[src/design/drm_pkg.sv]
// shared constants and types of the dual-bank register map
package drm_pkg;

    // address space and map limits
    localparam int        ADDR_SPACE     = 32;
    localparam int        ADDR_W         = 5;
    localparam logic [4:0] LAST_ADDR     = 5'h19;
    localparam int        NUM_REGS       = 26;

    // bank A offsets
    localparam logic [4:0] A_CFG1_ADDR   = 5'h00;
    localparam logic [4:0] A_CFG2_ADDR   = 5'h01;
    localparam logic [4:0] A_CFG3_ADDR   = 5'h02;
    localparam logic [4:0] A_CMD_ADDR    = 5'h03;
    localparam logic [4:0] A_ONOFF_ADDR  = 5'h09;
    localparam logic [4:0] A_RSSI_ADDR   = 5'h0c;
    // bank B offsets
    localparam logic [4:0] B_CFG1_ADDR   = 5'h0d;
    localparam logic [4:0] B_CFG2_ADDR   = 5'h0e;
    localparam logic [4:0] B_CFG3_ADDR   = 5'h0f;
    localparam logic [4:0] B_CMD_ADDR    = 5'h10;
    localparam logic [4:0] B_ONOFF_ADDR  = 5'h16;
    localparam logic [4:0] B_RSSI_ADDR   = 5'h19;

    // reset values
    localparam logic [7:0] CFG1_RST      = 8'h91;
    localparam logic [7:0] CFG2_RST      = 8'h10;
    localparam logic [7:0] CFG3_RST      = 8'h30;
    localparam logic [7:0] CMD_RST       = 8'h09;

    // write masks of the mixed-access registers
    localparam logic [7:0] CFG1_B_WMASK  = 8'hf7;
    localparam logic [7:0] CFG2_B_WMASK  = 8'hfe;
    localparam logic [7:0] CFG3_WMASK    = 8'hcf;
    localparam logic [7:0] CMD_WMASK     = 8'hde;

    // bit positions
    localparam int        SOFT_RESET_BIT = 3;
    localparam int        OUT_EN_BIT     = 0;
    localparam int        PLL_LOCK_BIT   = 5;
    localparam int        LOW_V_BIT      = 4;
    localparam int        GAIN_RESET_BIT = 2;
    localparam int        BANK_IND_BIT   = 0;
    localparam int        BANK_SEL_BIT   = 7;

    // command byte fields
    localparam int        CMD_WRITE_BIT  = 7;
    localparam int        CMD_COUNT_LSB  = 5;

    // synchroniser
    localparam int        SYNC_BITS      = 5;
    localparam logic [4:0] SYNC_RST      = 5'h01;

    // pins sampled from outside the clock domain
    typedef struct packed {
        logic low_voltage_det;
        logic pll_locked;
        logic serial_data_in;
        logic serial_clk;
        logic select_n;
    } drm_pins_s;

    // one configuration bank
    typedef struct packed {
        logic [7:0] first_configuration_byte;
        logic [7:0] second_configuration_byte;
        logic [7:0] third_configuration_byte;
        logic [7:0] command_byte;
    } drm_bank_s;

endpackage : drm_pkg

[src/design/drm_register_map.sv]
// dual-bank register map reached over the serial digital interface
//
// How it works
// - Registers are bytes in a 32-location address space.
// - The command byte carries the start address and the transfer begins there.
// - The address counter steps after each register and stops after one register more than the count in the command byte.
// - Stepping applies to reads and writes alike, and writes to read-only bits change nothing.
// - Stepping past the last implemented register wraps the counter to address zero.
// - Every register of both banks can be read or written whichever bank is active.
// - A clear-on-access bit reads its current value and is then cleared by the read or write.
// - A mirrored bank-B bit reads the bank-A value and, if clear-on-access, is cleared by access.
// - The soft reset bit exists only in the first configuration byte of bank A, read and write.
// - The PLL lock status bit shows the inverse of the live PLL state in both banks and ignores writes.
// - The low-voltage flag latches the detector and clears on any access through either bank.
// - The output enable is written only through bank A and bank B reads the bank-A value.
// - The signal-strength bits read the converter output directly in both banks.
// - The active-bank indicator reads one for bank A and zero for bank B in both banks.
// - The bank select bit of each on/off duration register chooses the controlling bank.
`timescale 1ns/1ps
`default_nettype none
module drm_register_map (
    // clock and reset
    input  wire logic               clk,
    input  wire logic               reset,
    // serial link pins
    input  wire logic               select_n,
    input  wire logic               serial_clk,
    input  wire logic               serial_data_in,
    input  wire logic               miso_in,
    output logic                    miso_out,
    output logic                    miso_oe_n,
    // receiver status
    input  wire logic               pll_locked,
    input  wire logic               low_voltage_det,
    input  wire logic [7:0]         rssi_value,
    // receiver control
    output drm_pkg::drm_bank_s      active_bank,
    output logic                    bank_a_active,
    output logic                    shared_output_enable,
    output logic                    soft_reset,
    output logic                    gain_reset_request
);

    typedef enum logic [1:0] {ST_IDLE, ST_CMD, ST_DATA, ST_DONE} drm_state_e;

    // synchronised pins
    drm_pkg::drm_pins_s pins_raw, pins;
    logic [drm_pkg::SYNC_BITS-1:0] pins_clean;

    assign pins_raw = '{low_voltage_det: low_voltage_det, pll_locked: pll_locked,
                        serial_data_in: serial_data_in, serial_clk: serial_clk, select_n: select_n};
    assign pins     = drm_pkg::drm_pins_s'(pins_clean);

    drm_pin_sync u_sync (
        .clk        (clk),
        .reset      (reset),
        .pins_in    (pins_raw),
        .pins_clean (pins_clean)
    );

    // read-back of the shared wire, watched so that a fight on it shows up
    logic miso_seen;
    assign miso_seen = miso_in;

    // link edges
    logic sclk_prev_reg, sclk_prev_next;
    logic rise, fall, frame;
    assign rise  = pins.serial_clk & ~sclk_prev_reg;
    assign fall  = ~pins.serial_clk & sclk_prev_reg;
    assign frame = ~pins.select_n;

    // byte shifter
    logic       byte_valid;
    logic [7:0] byte_data;
    logic       load;
    logic [7:0] load_data;
    logic       shift_dout;

    // transfer state
    drm_state_e state_reg, state_next;
    logic [4:0] addr_reg, addr_next;
    logic [1:0] count_reg, count_next;
    logic       write_reg, write_next;
    logic       oe_n_reg, oe_n_next;

    // register storage and shared bits
    logic [7:0] mem_reg [drm_pkg::NUM_REGS];
    logic [7:0] mem_next [drm_pkg::NUM_REGS];
    logic       low_v_reg, low_v_next;
    logic       bank_a_reg, bank_a_next;
    drm_pkg::drm_bank_s act_reg, act_next;
    logic       soe_reg, soft_reg, gain_reg;

    // access decode
    logic       wr_en;
    logic [4:0] acc_addr;
    logic       access;
    logic [4:0] addr_step;

    drm_byte_shift u_shift (
        .clk        (clk),
        .reset      (reset),
        .clear      (~frame),
        .rise       (rise),
        .fall       (fall),
        .din        (pins.serial_data_in),
        .load       (load),
        .load_data  (load_data),
        .byte_valid (byte_valid),
        .byte_data  (byte_data),
        .dout       (shift_dout)
    );

    function automatic logic [7:0] reset_value(input logic [4:0] a);
        case (a)
            drm_pkg::A_CFG1_ADDR, drm_pkg::B_CFG1_ADDR: reset_value = drm_pkg::CFG1_RST;
            drm_pkg::A_CFG2_ADDR, drm_pkg::B_CFG2_ADDR: reset_value = drm_pkg::CFG2_RST;
            drm_pkg::A_CFG3_ADDR, drm_pkg::B_CFG3_ADDR: reset_value = drm_pkg::CFG3_RST;
            drm_pkg::A_CMD_ADDR, drm_pkg::B_CMD_ADDR:   reset_value = drm_pkg::CMD_RST;
            default:                                    reset_value = 8'h00;
        endcase
    endfunction : reset_value

    // read-only bits are simply absent from the mask
    function automatic logic [7:0] write_mask(input logic [4:0] a);
        case (a)
            drm_pkg::B_CFG1_ADDR:                       write_mask = drm_pkg::CFG1_B_WMASK;
            drm_pkg::B_CFG2_ADDR:                       write_mask = drm_pkg::CFG2_B_WMASK;
            drm_pkg::A_CFG3_ADDR, drm_pkg::B_CFG3_ADDR: write_mask = drm_pkg::CFG3_WMASK;
            drm_pkg::A_CMD_ADDR, drm_pkg::B_CMD_ADDR:   write_mask = drm_pkg::CMD_WMASK;
            drm_pkg::A_RSSI_ADDR, drm_pkg::B_RSSI_ADDR: write_mask = 8'h00;
            default:                                    write_mask = (a > drm_pkg::LAST_ADDR) ? 8'h00 : 8'hff;
        endcase
    endfunction : write_mask

    // read view of any address, shared bits overlaid on storage
    function automatic logic [7:0] read_byte(input logic [4:0] a);
        logic [7:0] v;
        v = (a > drm_pkg::LAST_ADDR) ? 8'h00 : mem_reg[a];
        case (a)
            drm_pkg::A_CFG3_ADDR, drm_pkg::B_CFG3_ADDR: begin
                v[drm_pkg::PLL_LOCK_BIT] = ~pins.pll_locked;
                v[drm_pkg::LOW_V_BIT]    = low_v_reg;
            end
            drm_pkg::B_CFG2_ADDR: begin
                v[drm_pkg::OUT_EN_BIT] = mem_reg[drm_pkg::A_CFG2_ADDR][drm_pkg::OUT_EN_BIT];
            end
            drm_pkg::A_CMD_ADDR, drm_pkg::B_CMD_ADDR: begin
                v[drm_pkg::BANK_IND_BIT] = bank_a_reg;
            end
            drm_pkg::A_RSSI_ADDR, drm_pkg::B_RSSI_ADDR: begin
                v = rssi_value;
            end
            default: begin
            end
        endcase
        read_byte = v;
    endfunction : read_byte

    // next address with wrap past the last implemented register
    assign addr_step = (addr_reg >= drm_pkg::LAST_ADDR) ? 5'h00 : addr_reg + 5'h01;

    // transfer sequencing
    always_comb begin
        state_next     = state_reg;
        addr_next      = addr_reg;
        count_next     = count_reg;
        write_next     = write_reg;
        oe_n_next      = oe_n_reg;
        sclk_prev_next = pins.serial_clk;
        load           = 1'b0;
        load_data      = 8'h00;
        wr_en          = 1'b0;
        acc_addr       = addr_reg;
        if (!frame) begin
            state_next = ST_IDLE;
            oe_n_next  = 1'b1;
        end else begin
            unique case (state_reg)
                ST_IDLE: begin
                    state_next = ST_CMD;
                end
                ST_CMD: begin
                    if (byte_valid) begin
                        addr_next  = byte_data[4:0];
                        count_next = byte_data[drm_pkg::CMD_COUNT_LSB +: 2];
                        write_next = byte_data[drm_pkg::CMD_WRITE_BIT];
                        state_next = ST_DATA;
                        if (!byte_data[drm_pkg::CMD_WRITE_BIT]) begin
                            acc_addr  = byte_data[4:0];
                            load      = 1'b1;
                            load_data = read_byte(byte_data[4:0]);
                            oe_n_next = 1'b0;
                        end
                    end
                end
                ST_DATA: begin
                    if (byte_valid) begin
                        wr_en = write_reg;
                        if (count_reg == 2'h0) begin
                            state_next = ST_DONE;
                            oe_n_next  = 1'b1;
                        end else begin
                            count_next = count_reg - 2'h1;
                            addr_next  = addr_step;
                            if (!write_reg) begin
                                acc_addr  = addr_step;
                                load      = 1'b1;
                                load_data = read_byte(addr_step);
                            end
                        end
                    end
                end
                ST_DONE: begin
                    oe_n_next = 1'b1;
                end
            endcase
        end
    end

    assign access = load | wr_en;

    // storage, latched flag and bank choice
    always_comb begin
        for (int i = 0; i < drm_pkg::NUM_REGS; i++) begin
            mem_next[i] = mem_reg[i];
        end
        // any address of either bank, regardless of the active bank
        if (wr_en && acc_addr <= drm_pkg::LAST_ADDR) begin
            mem_next[acc_addr] = (mem_reg[acc_addr] & ~write_mask(acc_addr))
                               | (byte_data & write_mask(acc_addr));
        end
        // detector set beats an access clear in the same cycle
        if (pins.low_voltage_det) begin
            low_v_next = 1'b1;
        end else if (access && (acc_addr == drm_pkg::A_CFG3_ADDR || acc_addr == drm_pkg::B_CFG3_ADDR)) begin
            low_v_next = 1'b0;
        end else begin
            low_v_next = low_v_reg;
        end
        // each bank hands control over with its own select bit
        if (bank_a_reg) begin
            bank_a_next = ~mem_reg[drm_pkg::A_ONOFF_ADDR][drm_pkg::BANK_SEL_BIT];
        end else begin
            bank_a_next = mem_reg[drm_pkg::B_ONOFF_ADDR][drm_pkg::BANK_SEL_BIT];
        end
        if (bank_a_reg) begin
            act_next = {mem_reg[drm_pkg::A_CFG1_ADDR], mem_reg[drm_pkg::A_CFG2_ADDR],
                        mem_reg[drm_pkg::A_CFG3_ADDR], mem_reg[drm_pkg::A_CMD_ADDR]};
        end else begin
            act_next = {mem_reg[drm_pkg::B_CFG1_ADDR], mem_reg[drm_pkg::B_CFG2_ADDR],
                        mem_reg[drm_pkg::B_CFG3_ADDR], mem_reg[drm_pkg::B_CMD_ADDR]};
        end
    end

    always_ff @(posedge clk) begin
        if (reset) begin
            state_reg     <= ST_IDLE;
            addr_reg      <= 5'h00;
            count_reg     <= 2'h0;
            write_reg     <= 1'b0;
            oe_n_reg      <= 1'b1;
            sclk_prev_reg <= 1'b0;
            low_v_reg     <= 1'b0;
            bank_a_reg    <= 1'b1;
            act_reg       <= {drm_pkg::CFG1_RST, drm_pkg::CFG2_RST, drm_pkg::CFG3_RST, drm_pkg::CMD_RST};
            soe_reg       <= 1'b0;
            soft_reg      <= 1'b0;
            gain_reg      <= 1'b0;
            for (int i = 0; i < drm_pkg::NUM_REGS; i++) begin
                mem_reg[i] <= reset_value(5'(i));
            end
        end else begin
            state_reg     <= state_next;
            addr_reg      <= addr_next;
            count_reg     <= count_next;
            write_reg     <= write_next;
            oe_n_reg      <= oe_n_next;
            sclk_prev_reg <= sclk_prev_next;
            low_v_reg     <= low_v_next;
            bank_a_reg    <= bank_a_next;
            act_reg       <= act_next;
            soe_reg       <= mem_next[drm_pkg::A_CFG2_ADDR][drm_pkg::OUT_EN_BIT];
            soft_reg      <= mem_next[drm_pkg::A_CFG1_ADDR][drm_pkg::SOFT_RESET_BIT];
            gain_reg      <= mem_next[drm_pkg::A_CMD_ADDR][drm_pkg::GAIN_RESET_BIT];
            for (int i = 0; i < drm_pkg::NUM_REGS; i++) begin
                mem_reg[i] <= mem_next[i];
            end
        end
    end

    assign miso_out             = shift_dout;
    assign miso_oe_n            = oe_n_reg;
    assign active_bank          = act_reg;
    assign bank_a_active        = bank_a_reg;
    assign shared_output_enable = soe_reg;
    assign soft_reset           = soft_reg;
    assign gain_reset_request   = gain_reg;

    // checks
    a_lowv_set_wins: assert property (@(posedge clk) disable iff (reset)
        pins.low_voltage_det |=> low_v_reg)
        else $error("low-voltage flag lost a detector event");

    a_lowv_access_clear: assert property (@(posedge clk) disable iff (reset)
        (access && !pins.low_voltage_det && acc_addr == drm_pkg::B_CFG3_ADDR) |=> !low_v_reg)
        else $error("low-voltage flag not cleared by bank-B access");

    a_addr_wraps: assert property (@(posedge clk) disable iff (reset)
        (state_reg == ST_DATA && byte_valid && count_reg != 2'h0 && frame
         && addr_reg == drm_pkg::LAST_ADDR) |=> addr_reg == 5'h00)
        else $error("address counter did not wrap to zero");

    a_count_stops: assert property (@(posedge clk) disable iff (reset)
        (state_reg == ST_DATA && byte_valid && count_reg == 2'h0 && frame)
        |=> state_reg == ST_DONE ##1 (state_reg == ST_DONE || !frame))
        else $error("transfer ran past its register count");

    a_start_addr: assert property (@(posedge clk) disable iff (reset)
        (state_reg == ST_CMD && byte_valid && frame) |=> addr_reg == $past(byte_data[4:0]))
        else $error("transfer did not start at the command address");

    a_ro_rssi_kept: assert property (@(posedge clk) disable iff (reset)
        (wr_en && acc_addr == drm_pkg::B_RSSI_ADDR) |=> $stable(mem_reg[drm_pkg::B_RSSI_ADDR]))
        else $error("write changed a read-only register");

    a_rssi_direct: assert property (@(posedge clk) disable iff (reset)
        (load && (acc_addr == drm_pkg::A_RSSI_ADDR || acc_addr == drm_pkg::B_RSSI_ADDR))
        |-> load_data == rssi_value)
        else $error("signal strength read not taken from converter");

    a_bank_b_soe: assert property (@(posedge clk) disable iff (reset)
        (wr_en && acc_addr == drm_pkg::B_CFG2_ADDR) |=> ##1 soe_reg == $past(soe_reg, 2))
        else $error("bank-B write moved the output enable");

    a_bank_indicator: assert property (@(posedge clk) disable iff (reset)
        (load && acc_addr == drm_pkg::B_CMD_ADDR) |-> load_data[drm_pkg::BANK_IND_BIT] == bank_a_reg)
        else $error("bank indicator differs from active bank");

    a_gain_no_self_clear: assert property (@(posedge clk) disable iff (reset)
        (gain_reg && !(wr_en && acc_addr == drm_pkg::A_CMD_ADDR)) |=> gain_reg)
        else $error("gain reset request cleared itself");

    a_miso_readback: assert property (@(posedge clk) disable iff (reset)
        !oe_n_reg |-> miso_seen == shift_dout)
        else $error("shared data wire differs from the driven bit");

endmodule : drm_register_map
`default_nettype wire

[src/design/drm_pin_sync.sv]
// three-stage synchroniser for the pins of the serial link and status lines
`timescale 1ns/1ps
`default_nettype none
module drm_pin_sync (
    // clock and reset
    input  wire logic                          clk,
    input  wire logic                          reset,
    // raw pins and filtered levels
    input  wire logic [drm_pkg::SYNC_BITS-1:0] pins_in,
    output logic      [drm_pkg::SYNC_BITS-1:0] pins_clean
);

    genvar i;
    generate
        for (i = 0; i < drm_pkg::SYNC_BITS; i++) begin : g_bit
            logic s1_reg, s2_reg, s3_reg, clean_reg;
            logic clean_next;

            // the first stage feeds only the second
            always_comb begin
                clean_next = (s2_reg == s3_reg) ? s2_reg : clean_reg;
            end

            always_ff @(posedge clk) begin
                if (reset) begin
                    s1_reg    <= drm_pkg::SYNC_RST[i];
                    s2_reg    <= drm_pkg::SYNC_RST[i];
                    s3_reg    <= drm_pkg::SYNC_RST[i];
                    clean_reg <= drm_pkg::SYNC_RST[i];
                end else begin
                    s1_reg    <= pins_in[i];
                    s2_reg    <= s1_reg;
                    s3_reg    <= s2_reg;
                    clean_reg <= clean_next;
                end
            end

            assign pins_clean[i] = clean_reg;
        end
    endgenerate

endmodule : drm_pin_sync
`default_nettype wire

[src/design/drm_byte_shift.sv]
// byte shifter of the serial link: samples and shifts out on the synchronised rise
`timescale 1ns/1ps
`default_nettype none
module drm_byte_shift (
    // clock and reset
    input  wire logic       clk,
    input  wire logic       reset,
    // link events
    input  wire logic       clear,
    input  wire logic       rise,
    input  wire logic       fall,
    input  wire logic       din,
    // parallel side
    input  wire logic       load,
    input  wire logic [7:0] load_data,
    output logic            byte_valid,
    output logic      [7:0] byte_data,
    output logic            dout
);

    logic [2:0] cnt_reg, cnt_next;
    logic [7:0] in_reg, in_next;
    logic [7:0] out_reg, out_next;
    logic [7:0] data_reg, data_next;
    logic       valid_reg, valid_next;
    logic       armed_reg, armed_next;

    always_comb begin
        cnt_next   = cnt_reg;
        in_next    = in_reg;
        out_next   = out_reg;
        data_next  = data_reg;
        valid_next = 1'b0;
        armed_next = armed_reg;
        if (clear) begin
            cnt_next = 3'h0;
        end else if (rise) begin
            in_next  = {in_reg[6:0], din};
            cnt_next = cnt_reg + 3'h1;
            if (cnt_reg == 3'h7) begin
                valid_next = 1'b1;
                data_next  = {in_reg[6:0], din};
            end
        end
        // the next bit moves out on the rise that took the current one: the synchronised
        // fall comes too late for a half period of four clocks
        // a freshly loaded byte moves only after the host has closed the bit cell with a fall
        if (load) begin
            out_next   = load_data;
            armed_next = 1'b0;
        end else if (rise && armed_reg) begin
            out_next = {out_reg[6:0], 1'b0};
        end else if (fall) begin
            armed_next = 1'b1;
        end
    end

    always_ff @(posedge clk) begin
        if (reset) begin
            cnt_reg   <= 3'h0;
            in_reg    <= 8'h00;
            out_reg   <= 8'h00;
            data_reg  <= 8'h00;
            valid_reg <= 1'b0;
            armed_reg <= 1'b0;
        end else begin
            cnt_reg   <= cnt_next;
            in_reg    <= in_next;
            out_reg   <= out_next;
            data_reg  <= data_next;
            valid_reg <= valid_next;
            armed_reg <= armed_next;
        end
    end

    assign byte_valid = valid_reg;
    assign byte_data  = data_reg;
    assign dout       = out_reg[7];

endmodule : drm_byte_shift
`default_nettype wire

[config.mk]
export PLATFORM = sky130hd
export DESIGN_NAME = drm_register_map
export DESIGN_NICKNAME = d
export VERILOG_FILES = /design/src/design/drm_pkg.sv /design/src/design/drm_register_map.sv /design/src/design/drm_pin_sync.sv /design/src/design/drm_byte_shift.sv
export SDC_FILE = /design/constraint.sdc
export NUM_CORES = 1
export LEC_CHECK = 0
export BUFFER_PORTS_ARGS = -buffer_cell sky130_fd_sc_hd__buf_2
export CORE_MARGIN = 2
export CORE_UTILIZATION = 25
export DETAILED_ROUTE_END_ITERATION = 10
export PLACE_DENSITY = 0.47
export SLEW_MARGIN = 20
export SYNTH_ARGS = -nofsm -noshare
export SYNTH_HDL_FRONTEND = slang
export SYNTH_SLANG_ARGS = --single-unit
[constraint.sdc]
create_clock -name clk -period 6.01 [get_ports clk]
set_input_delay 0.3005 -clock clk [delete_from_list [all_inputs] [get_ports clk]]
set_output_delay 0.3005 -clock clk [all_outputs]
set_load 0.005 [all_outputs]
==> results of run 1 <==
==> worst max-delay path, cell delays in order, from the launching register on <==
cell and delay (ns):
sky130_fd_sc_hd__dfxtp_1 0.61, sky130_fd_sc_hd__inv_1 0.09, sky130_fd_sc_hd__ha_1 0.26, sky130_fd_sc_hd__or4_1 0.59, sky130_fd_sc_hd__a21oi_4 0.79, sky130_fd_sc_hd__a221o_1 0.67
sky130_fd_sc_hd__and4_1 0.96, sky130_fd_sc_hd__mux2i_1 0.27, sky130_fd_sc_hd__nand2_1 0.07
==> power by group <==
| part | total, mW | switching, mW | internal, mW |
|---|---|---|---|
| clock network | 2.30 | 0.944 | 1.36 |
| logic | 0.0539 | 0.0430 | 0.0109 |
| registers | 2.04 | 0.00144 | 2.04 |
==> final timing paths <==
path | start | endpoint | slack [ns] | depth (start not counted)
min reg2reg | u_sync.g_bit[0].s1_reg | u_sync.g_bit[0].s2_reg | 0.41 | 1
max | addr_reg[1] | mem_reg[13][0] | 1.55 | 8
max reg2reg | addr_reg[1] | mem_reg[13][0] | 1.55 | 8
min | rssi_value[6] | u_shift.out_reg[6] | 0.12 | 3
==> cell type report <==
cell class              instances  area share (%)
flip-flops and latches        307           34.84
multi-input cells            1213           48.35
well taps                     782           5.540
repair buffers                104           3.790
clock inverters                10          0.6093
inverters                      20          0.4251
clock buffers                  58           6.440
==> per-layer routing <==
| layer | up-vias | wire (µm) |
|---|---|---|
| met2 | 626 | 25570 |
| met1 | 6616 | 26550 |
| met5 | - | 78 |
| li1 | 6224 | - |
| met4 | 2 | 2892 |
| met3 | 149 | 5296 |
==> metrics by stage <==
step	utilization, %	power, mW	cell area [µm²]	hold slack [ns]
5_1_grt	29.21	4.523	17660	0.1075
6_report	29.21	4.394	17660	0.1198
3_3_place_gp	27.06	2.137	16360	0.4016
4_1_cts	29.21	4.449	17660	0.1065
3_5_place_dp	27.06	2.138	16370	0.3988
2_1_floorplan	-	2.116	15310	0.3895
==> cells in the final DEF (no fill, tap or decap), drive strengths merged, types with 38 or more instances in the layout <==
master	Yosys	routed
dfxtp	307	307
nor2	192	192
nand2	153	153
mux2i	134	134
buf	50	99
o21ai	97	97
a21oi	88	88
a211oi	82	82
nand3	64	64
clkbuf	92	58
mux4	54	54
nor2b	41	41
nor3	38	38
==> cells by family (layout without fill, tap and decap cells) <==
kind of cell             Yosys count  in the layout  share of synthesized area [%]
AO/OA/AOI/OAI                    422            422                          18.64
XOR/XNOR                           3              3                         0.1717
adder cells (fa/ha/maj)            9              9                         0.7355
buffers and inverters            162            192                          4.323
flip-flops                       307            307                          40.14
multiplexers                     202            202                          17.73
AND/OR/NAND/NOR                  577            577                          18.25
==> repair_timing <==
| item | 4_1_cts | 5_1_grt |
|---|---|---|
| resized for setup | 0 | 0 |
| hold buffers | 5 | 0 |
| endpoints found under the setup margin | 0 | 0 |
| endpoints found under the hold margin | 5 | 0 |
==> run summary, run 1 <==
Summed over all instances, the cell type with the most area after synthesis is sky130_fd_sc_hd__dfxtp_1. Synthesis handed over a netlist of 1,682 instances. The count of input and output buffers works out to 52. The cell count after placement is 2,421.

The floorplan has 90 rows. TritonCTS built the clock tree. Once the clock tree was built, the setup fixing pass inserted 0 buffers. The number of vias per cell after detailed routing is 5.460, and the leakage power is 6.245 nW.

The H-tree was split into 2 levels. In the final routed layout, each cell accounts on average for 24.21 µm. Routability-driven placement finished with a final weighted congestion of 0.9269. The detailed router's first-iteration violation count was 1,361. The number of slew-limit violations in the final report is 0, and the die outline width is 251.5 µm.

For the number of distinct library cells after synthesis, the log shows 77. Synthesis produced a netlist with a net count of 1,707. Setup violations remaining at the end of the flow were counted as 0.

Global routing used 28.02% of the available met2 tracks. The pre-antenna-repair detailed-routing pass consisted of 5 iterations. In this run the standard cell core region covers 60,470 µm². The actual slew at the worst max-slew pin is 1.125 ns, and the clock latency at the later pin of the worst-skew pair is 0.58 ns. In the synthesized netlist the dominant register cell turns out to be sky130_fd_sc_hd__dfxtp_1.

The clock passes through at most 3 buffers. Setup total negative slack on the finished layout was measured at 0 ns. The run gives 0 as the number of warnings printed during yosys synthesis. The critical path in this run is classified as reg -> reg. The area of combinational cells with multiple inputs was 8539 µm². For the setup slack at placement, the log shows 1.622 ns. Data on the critical path is required at its endpoint by 6.41 ns. Of the cells placed in the final design, the portion with a size suffix greater than 1 is 16.82%.

The initial utilization of the core area, before any placement, comes to 25.32%. The count of pins on the block boundary is 54, and the period utilization is 74.21%. In the global route stage, met3 resource usage came out at 5.458%. The total length of routed wires was 60.39 mm; the fraction of post-synthesis cell area in the top cell type by area was 40.14%. Of the synthesized area, sequential elements account for 40.14%. Global routing consumed, over all layers together, 18.86% of the routing resources.

Along the worst path, the maximum fanout reaches 18. By area the synthesized netlist is led by sky130_fd_sc_hd__dfxtp_1 (40%), sky130_fd_sc_hd__mux2i_1 (8.8%), sky130_fd_sc_hd__mux4_2 (7.9%), sky130_fd_sc_hd__nor2_1 (4.6%), sky130_fd_sc_hd__a211oi_1 (4.0%). STA classifies the critical path startpoint as a flop. In the final layout, flip-flops and latches occupy 6153 µm². The layer flagged by global routing as most heavily used is met2. The run finished with clean final reports.

The count of cells in the finished layout, fillers not included, comes to 2,494. Clock-pin slew was measured on the worst setup and hold paths at 0.06 ns. The height of the die works out to 251.5 µm. The logs give 307 for the number of sinks driven by the clock tree and 0 for the final routed DRC violation total.

Number of max-capacitance violations reported: 0. The area growth from synthesis to layout is 15.36%. Yosys instantiated no cell more often than sky130_fd_sc_hd__dfxtp_1. In the post-route analysis, the smallest setup slack over all paths is 1.550 ns. A synthesized cell averages 9.102 µm².

The global-route wire length before repair is 88.71 mm, and the fraction of registers with async set/reset is 0%. The final-report hold violation count was 0; the register bit total from synthesis was 307. The logs give 13.14k for the via count of the first global-routing pass and 25.24% for the met1 track demand over resource in global routing. The total overflow left after global routing is 0. In this run the tightest slew margin relative to its limit is 24.89%. The filler cells instantiated in the layout total 6,369.

Remaining antenna violation count: 0. For the worst setup path, the data arrival time is 4.86 ns. STA classifies the critical path endpoint as a flop. Setup repair after global routing left no endpoint under its margin. The number of enable flip-flop cells after synthesis is 0. The number of flip-flops in the largest register is 208.

The commonest cells after synthesis are sky130_fd_sc_hd__dfxtp_1 (307), sky130_fd_sc_hd__nor2_1 (188), sky130_fd_sc_hd__nand2_1 (153). After synthesis the cells add up to 15,310 µm². The clock skew after layout is 0.03225 ns, and the maximum vdd drop is 0.0001469 V.

The tools report the clock root buffer as sky130_fd_sc_hd__clkbuf_16. Based on the critical path, the design can be clocked at up to 0.2242 GHz. The maximum number of pins on one net before global-route repair is 91. Dividing total power by cell area gives a power density of 248.8 nW/µm². The sum of net half-perimeters after detailed placement is 41.13 mm, and the CTS buffer count is 39.

The repair_antennas step left the layout with diodes totalling 0. For the finished layout, the period the worst path requires is 4.460 ns. Across all layers, the routed design uses 13.62k vias.

Overall die area: 63,230 µm². The type of the most critical hold path was in -> reg. For this run, the post-layout net count is 1,710. For the initial antenna violation count, the log shows 0.
No activity file was read; power rests on OpenSTA's default activity.
==> run 2, diff against run 1 <==
--- a/config.mk
+++ b/config.mk
@@ -9,7 +9,7 @@
 export CORE_MARGIN = 2
 export CORE_UTILIZATION = 25
 export DETAILED_ROUTE_END_ITERATION = 10
-export PLACE_DENSITY = 0.47
+export PLACE_DENSITY = 0.48
 export SLEW_MARGIN = 20
 export SYNTH_ARGS = -nofsm -noshare
 export SYNTH_HDL_FRONTEND = slang
==> constraint.sdc (replaced) <==
create_clock -name clk -period 4 [get_ports clk]
set_input_delay 0.2 -clock clk [delete_from_list [all_inputs] [get_ports clk]]
set_output_delay 0.2 -clock clk [all_outputs]
set_load 0.005 [all_outputs]
==> run 2 against run 1 <==
  * Wire length shrank 0.17%
  * Register-to-register slack lost 1.2 ns
  * Highest routed layer is now met4
  * Global-route usage shrank 0.10 points
  * First-iteration DRC count grew 7.3%
  * Sequential cell count is the same
  * Clock power grew 59%
  * Cell count grew 1.7%
  * Critical path depth grew 2
  * Fmax grew 21%
  * Non-clock buffer count grew 42
==> run summary, run 2 (synthesis results as in run 1) <==
The delay of the slowest cell on the worst path is 0.89 ns (was 0.96 ns), and the number of max-capacitance violations reported is 0 (unchanged). The tools report the via count of the first global-routing pass as 13.02k (was 13.14k). The highest clock rate is 0.2709 GHz (was 0.2242 GHz).

The run gives 4.43 ns (was 6.41 ns) as the required time reported for the critical path endpoint. The type of the most critical hold path was in -> reg (unchanged). The antenna diode instance count is 0 (unchanged), and the number of sinks driven by the clock tree is 307 (unchanged). The post-layout instance area came out at 18,090 µm² (was 17,660 µm²).

The count of pins on the block boundary is 54 (unchanged), and the die outline width is 251.5 µm (unchanged). Counting stages on the worst path, the most repeated cell is sky130_fd_sc_hd__nor2_1. The global-route wire length before repair was 89.10 mm (was 88.71 mm); the final routed DRC violation total was 0 (unchanged).

For the number of setup buffers added after CTS, the log shows 0 (unchanged). The post-layout minimum cycle time is 3.692 ns (was 4.460 ns), and the first-pass iteration count of the detailed router is 5 (unchanged). TritonCTS built the clock tree. Most frequent cells in the layout: sky130_fd_sc_hd__dfxtp_1 (303), sky130_fd_sc_hd__nor2_1 (187), sky130_fd_sc_hd__nand2_1 (153) (unchanged).

The tools report the setup TNS after final layout as 0 ns (unchanged). The standard cell core area was 60,470 µm² (unchanged); the register clock-pin slew on the reported worst setup and hold paths was 0.06 ns (about the same). For the count of cells resized by post-cts repair, the log shows 0 (unchanged). For the overall die area, the log shows 63,230 µm² (unchanged).

Number of flip-flops in the largest register: 208 (unchanged). The leakage power is 6.510 nW (was 6.245 nW), and the number of H-tree levels is 2 (unchanged). The power per standard cell area is 376.2 nW/µm² (was 248.8 nW/µm²). The initial antenna violation count was 0 (unchanged). The run gives 0.9351 (was 0.9269) as the final estimated routing congestion in global placement. The tools report the count of nets after finishing as 1,752 (was 1,710). The detailed router's first-iteration violation count came out at 1,461 (was 1,361).

The logs give 4.12 ns (was 4.86 ns) for the data arrival time of the worst path and 0 (unchanged) for the remaining antenna violation count. The number of vias per cell after detailed routing is 5.483 (was 5.460), and the number of slew-limit violations in the final report is 0 (unchanged). The maximum number of pins on one net before global-route repair came out at 151 (was 91). The period utilization came out at 92.29% (was 74.21%). The maximum fanout along the worst path is 11 (was 18), and the sum of net half-perimeters after detailed placement is 42.73 mm (was 41.13 mm).

The tools report the filler cell count as 6,291 (was 6,369). The clock root buffer was sky130_fd_sc_hd__clkbuf_16 (unchanged). For the clock latency at the later pin of the worst-skew pair, the log shows 0.58 ns (about the same). The run gives 16,710 µm² (was 16,370 µm²) as the post-detailed-placement cell area.

The worst path setup slack after routing was 0.3083 ns (was 1.550 ns); the remaining global-route overflow was 0 (unchanged). The tools report the CTS buffer count as 39 (unchanged). The number of standard cells in the final layout excluding fillers was 2,536 (was 2,494). The number of failing setup endpoints in the final timing report was 0 (unchanged).

The count of input and output buffers is 52 (unchanged), and the footprint of the flip-flops and latches is 6153 µm² (unchanged). The tools report the number of buffers on the longest clock path as 3 (unchanged). Number of hold buffers added after CTS: 5 (unchanged).

The kind of critical path is reg -> reg (unchanged). The most common library cell in the layout ignoring fill and taps is sky130_fd_sc_hd__dfxtp_1 (unchanged). For the total length of routed wires, the log shows 60.29 mm (was 60.39 mm).

The clock skew after layout is 0.03606 ns (was 0.03225 ns). The flow ran to the end, and the final reports show no timing, DRC or antenna violations. Layout overhead on the synthesized area: 18.17% (was 15.36%).

The tools report the kind of start point of the critical path as a flop (unchanged). The detail-routed net length per standard cell is 23.77 µm (was 24.21 µm), and the area of combinational cells with multiple inputs is 8521 µm² (was 8539 µm²). The tools report the row count as 90 (unchanged). The total global routing track utilization is 18.76% (was 18.86%), and the max-slew headroom at the worst pin is 27.43% (was 24.89%). For the final-report hold violation count, the log shows 0 (unchanged). Via count: 13.90k (was 13.62k). The cell at the slowest stage of the critical path was sky130_fd_sc_hd__a221oi_2 (was sky130_fd_sc_hd__and4_1). The endpoint kind of the worst setup timing path was a flop (unchanged). Setup repair after global routing left no endpoint under its margin. The actual slew at the worst max-slew pin was 1.087 ns (was 1.125 ns); the setup slack at placement was 0.3709 ns (was 1.622 ns). The cell count after placement is 2,463 (was 2,421). Crit path cell chain: inv_1, ha_1, nor2_1, o221ai_2, a221oi_2, nand3_1, nor3_2, buf_12, mux2i_1, nor2_1 (was inv_1, ha_1, or4_1, a21oi_4, a221o_1, and4_1, mux2i_1, nand2_1).

The height of the die was 251.5 µm (unchanged); the maximum vdd drop was 0.0002159 V (was 0.0001469 V). The run gives 25.32% (unchanged) as the initial cell density of the core. The proportion of layout cells with a drive suffix above 1 works out to 18.93% (was 16.82%).
## run 2: cell count changes in the layout (fill, tap and decap cells not counted), moves of 2 or more
cell,delta
sky130_fd_sc_hd__clkbuf_1,-5
sky130_fd_sc_hd__bufinv_16,+2
sky130_fd_sc_hd__buf_4,+38
sky130_fd_sc_hd__buf_12,+4
## run 2: worst max-delay path: cells and delay by family (launching register included)
kind / cells / cell delay, ns
fa+ha+maj: 1 / 0.31
flops: 1 / 0.40
buf+inv: 2 / 0.28
compound gates: 2 / 1.21
mux: 1 / 0.18
simple gates: 4 / 1.17
## run 2: path summary, 6_finish.rpt
path	from	endpoint	slack (ns)	depth (start not counted)
worst max-delay path	state_reg[0]	mem_reg[24][0]	0.31	10
worst min register to register	u_sync.g_bit[0].s1_reg	u_sync.g_bit[0].s2_reg	0.42	1
worst min-delay path	rssi_value[6]	u_shift.out_reg[6]	0.03	3
worst max register to register	state_reg[0]	mem_reg[24][0]	0.31	10
## run 2: cell type report
class                   count  area share (%)
multi-input cells        1213           47.10
flip-flops and latches    307           34.01
clock buffers              55           6.397
repair buffers            146           5.720
well taps                 782           5.408
clock inverters            13          0.9475
inverters                  20          0.4150
## run 2: metrics by stage
stage | util (%) | hold WS (ns) | power [mW]
after floorplan | - | 0.3038 | 3.179
after global placement | 27.64 | 0.4008 | 3.210
after detailed placement | 27.64 | 0.4066 | 3.211
after CTS | 29.92 | 0.01314 | 6.873
after global routing | 29.92 | 0.02118 | 7.016
final | 29.92 | 0.02926 | 6.805
## run 2: where the power goes
part | internal, mW | switching (mW)
sequential | 3.06 | 0.00233
combinational | 0.0170 | 0.0635
clock | 2.22 | 1.44
## run 2: routing by layer
| metal | track usage [%] | share of wire, % | routed length (µm) | up-vias |
|---|---|---|---|---|
| met2 | 28.78 | 44 | 26670 | 661 |
| met5 | 0 | 0 | 0 | - |
| met3 | 3.136 | 7.5 | 4498 | 117 |
| li1 | - | - | - | 6298 |
| met4 | 7.058 | 3.5 | 2113 | 0 |
| met1 | 26.32 | 45 | 27010 | 6828 |
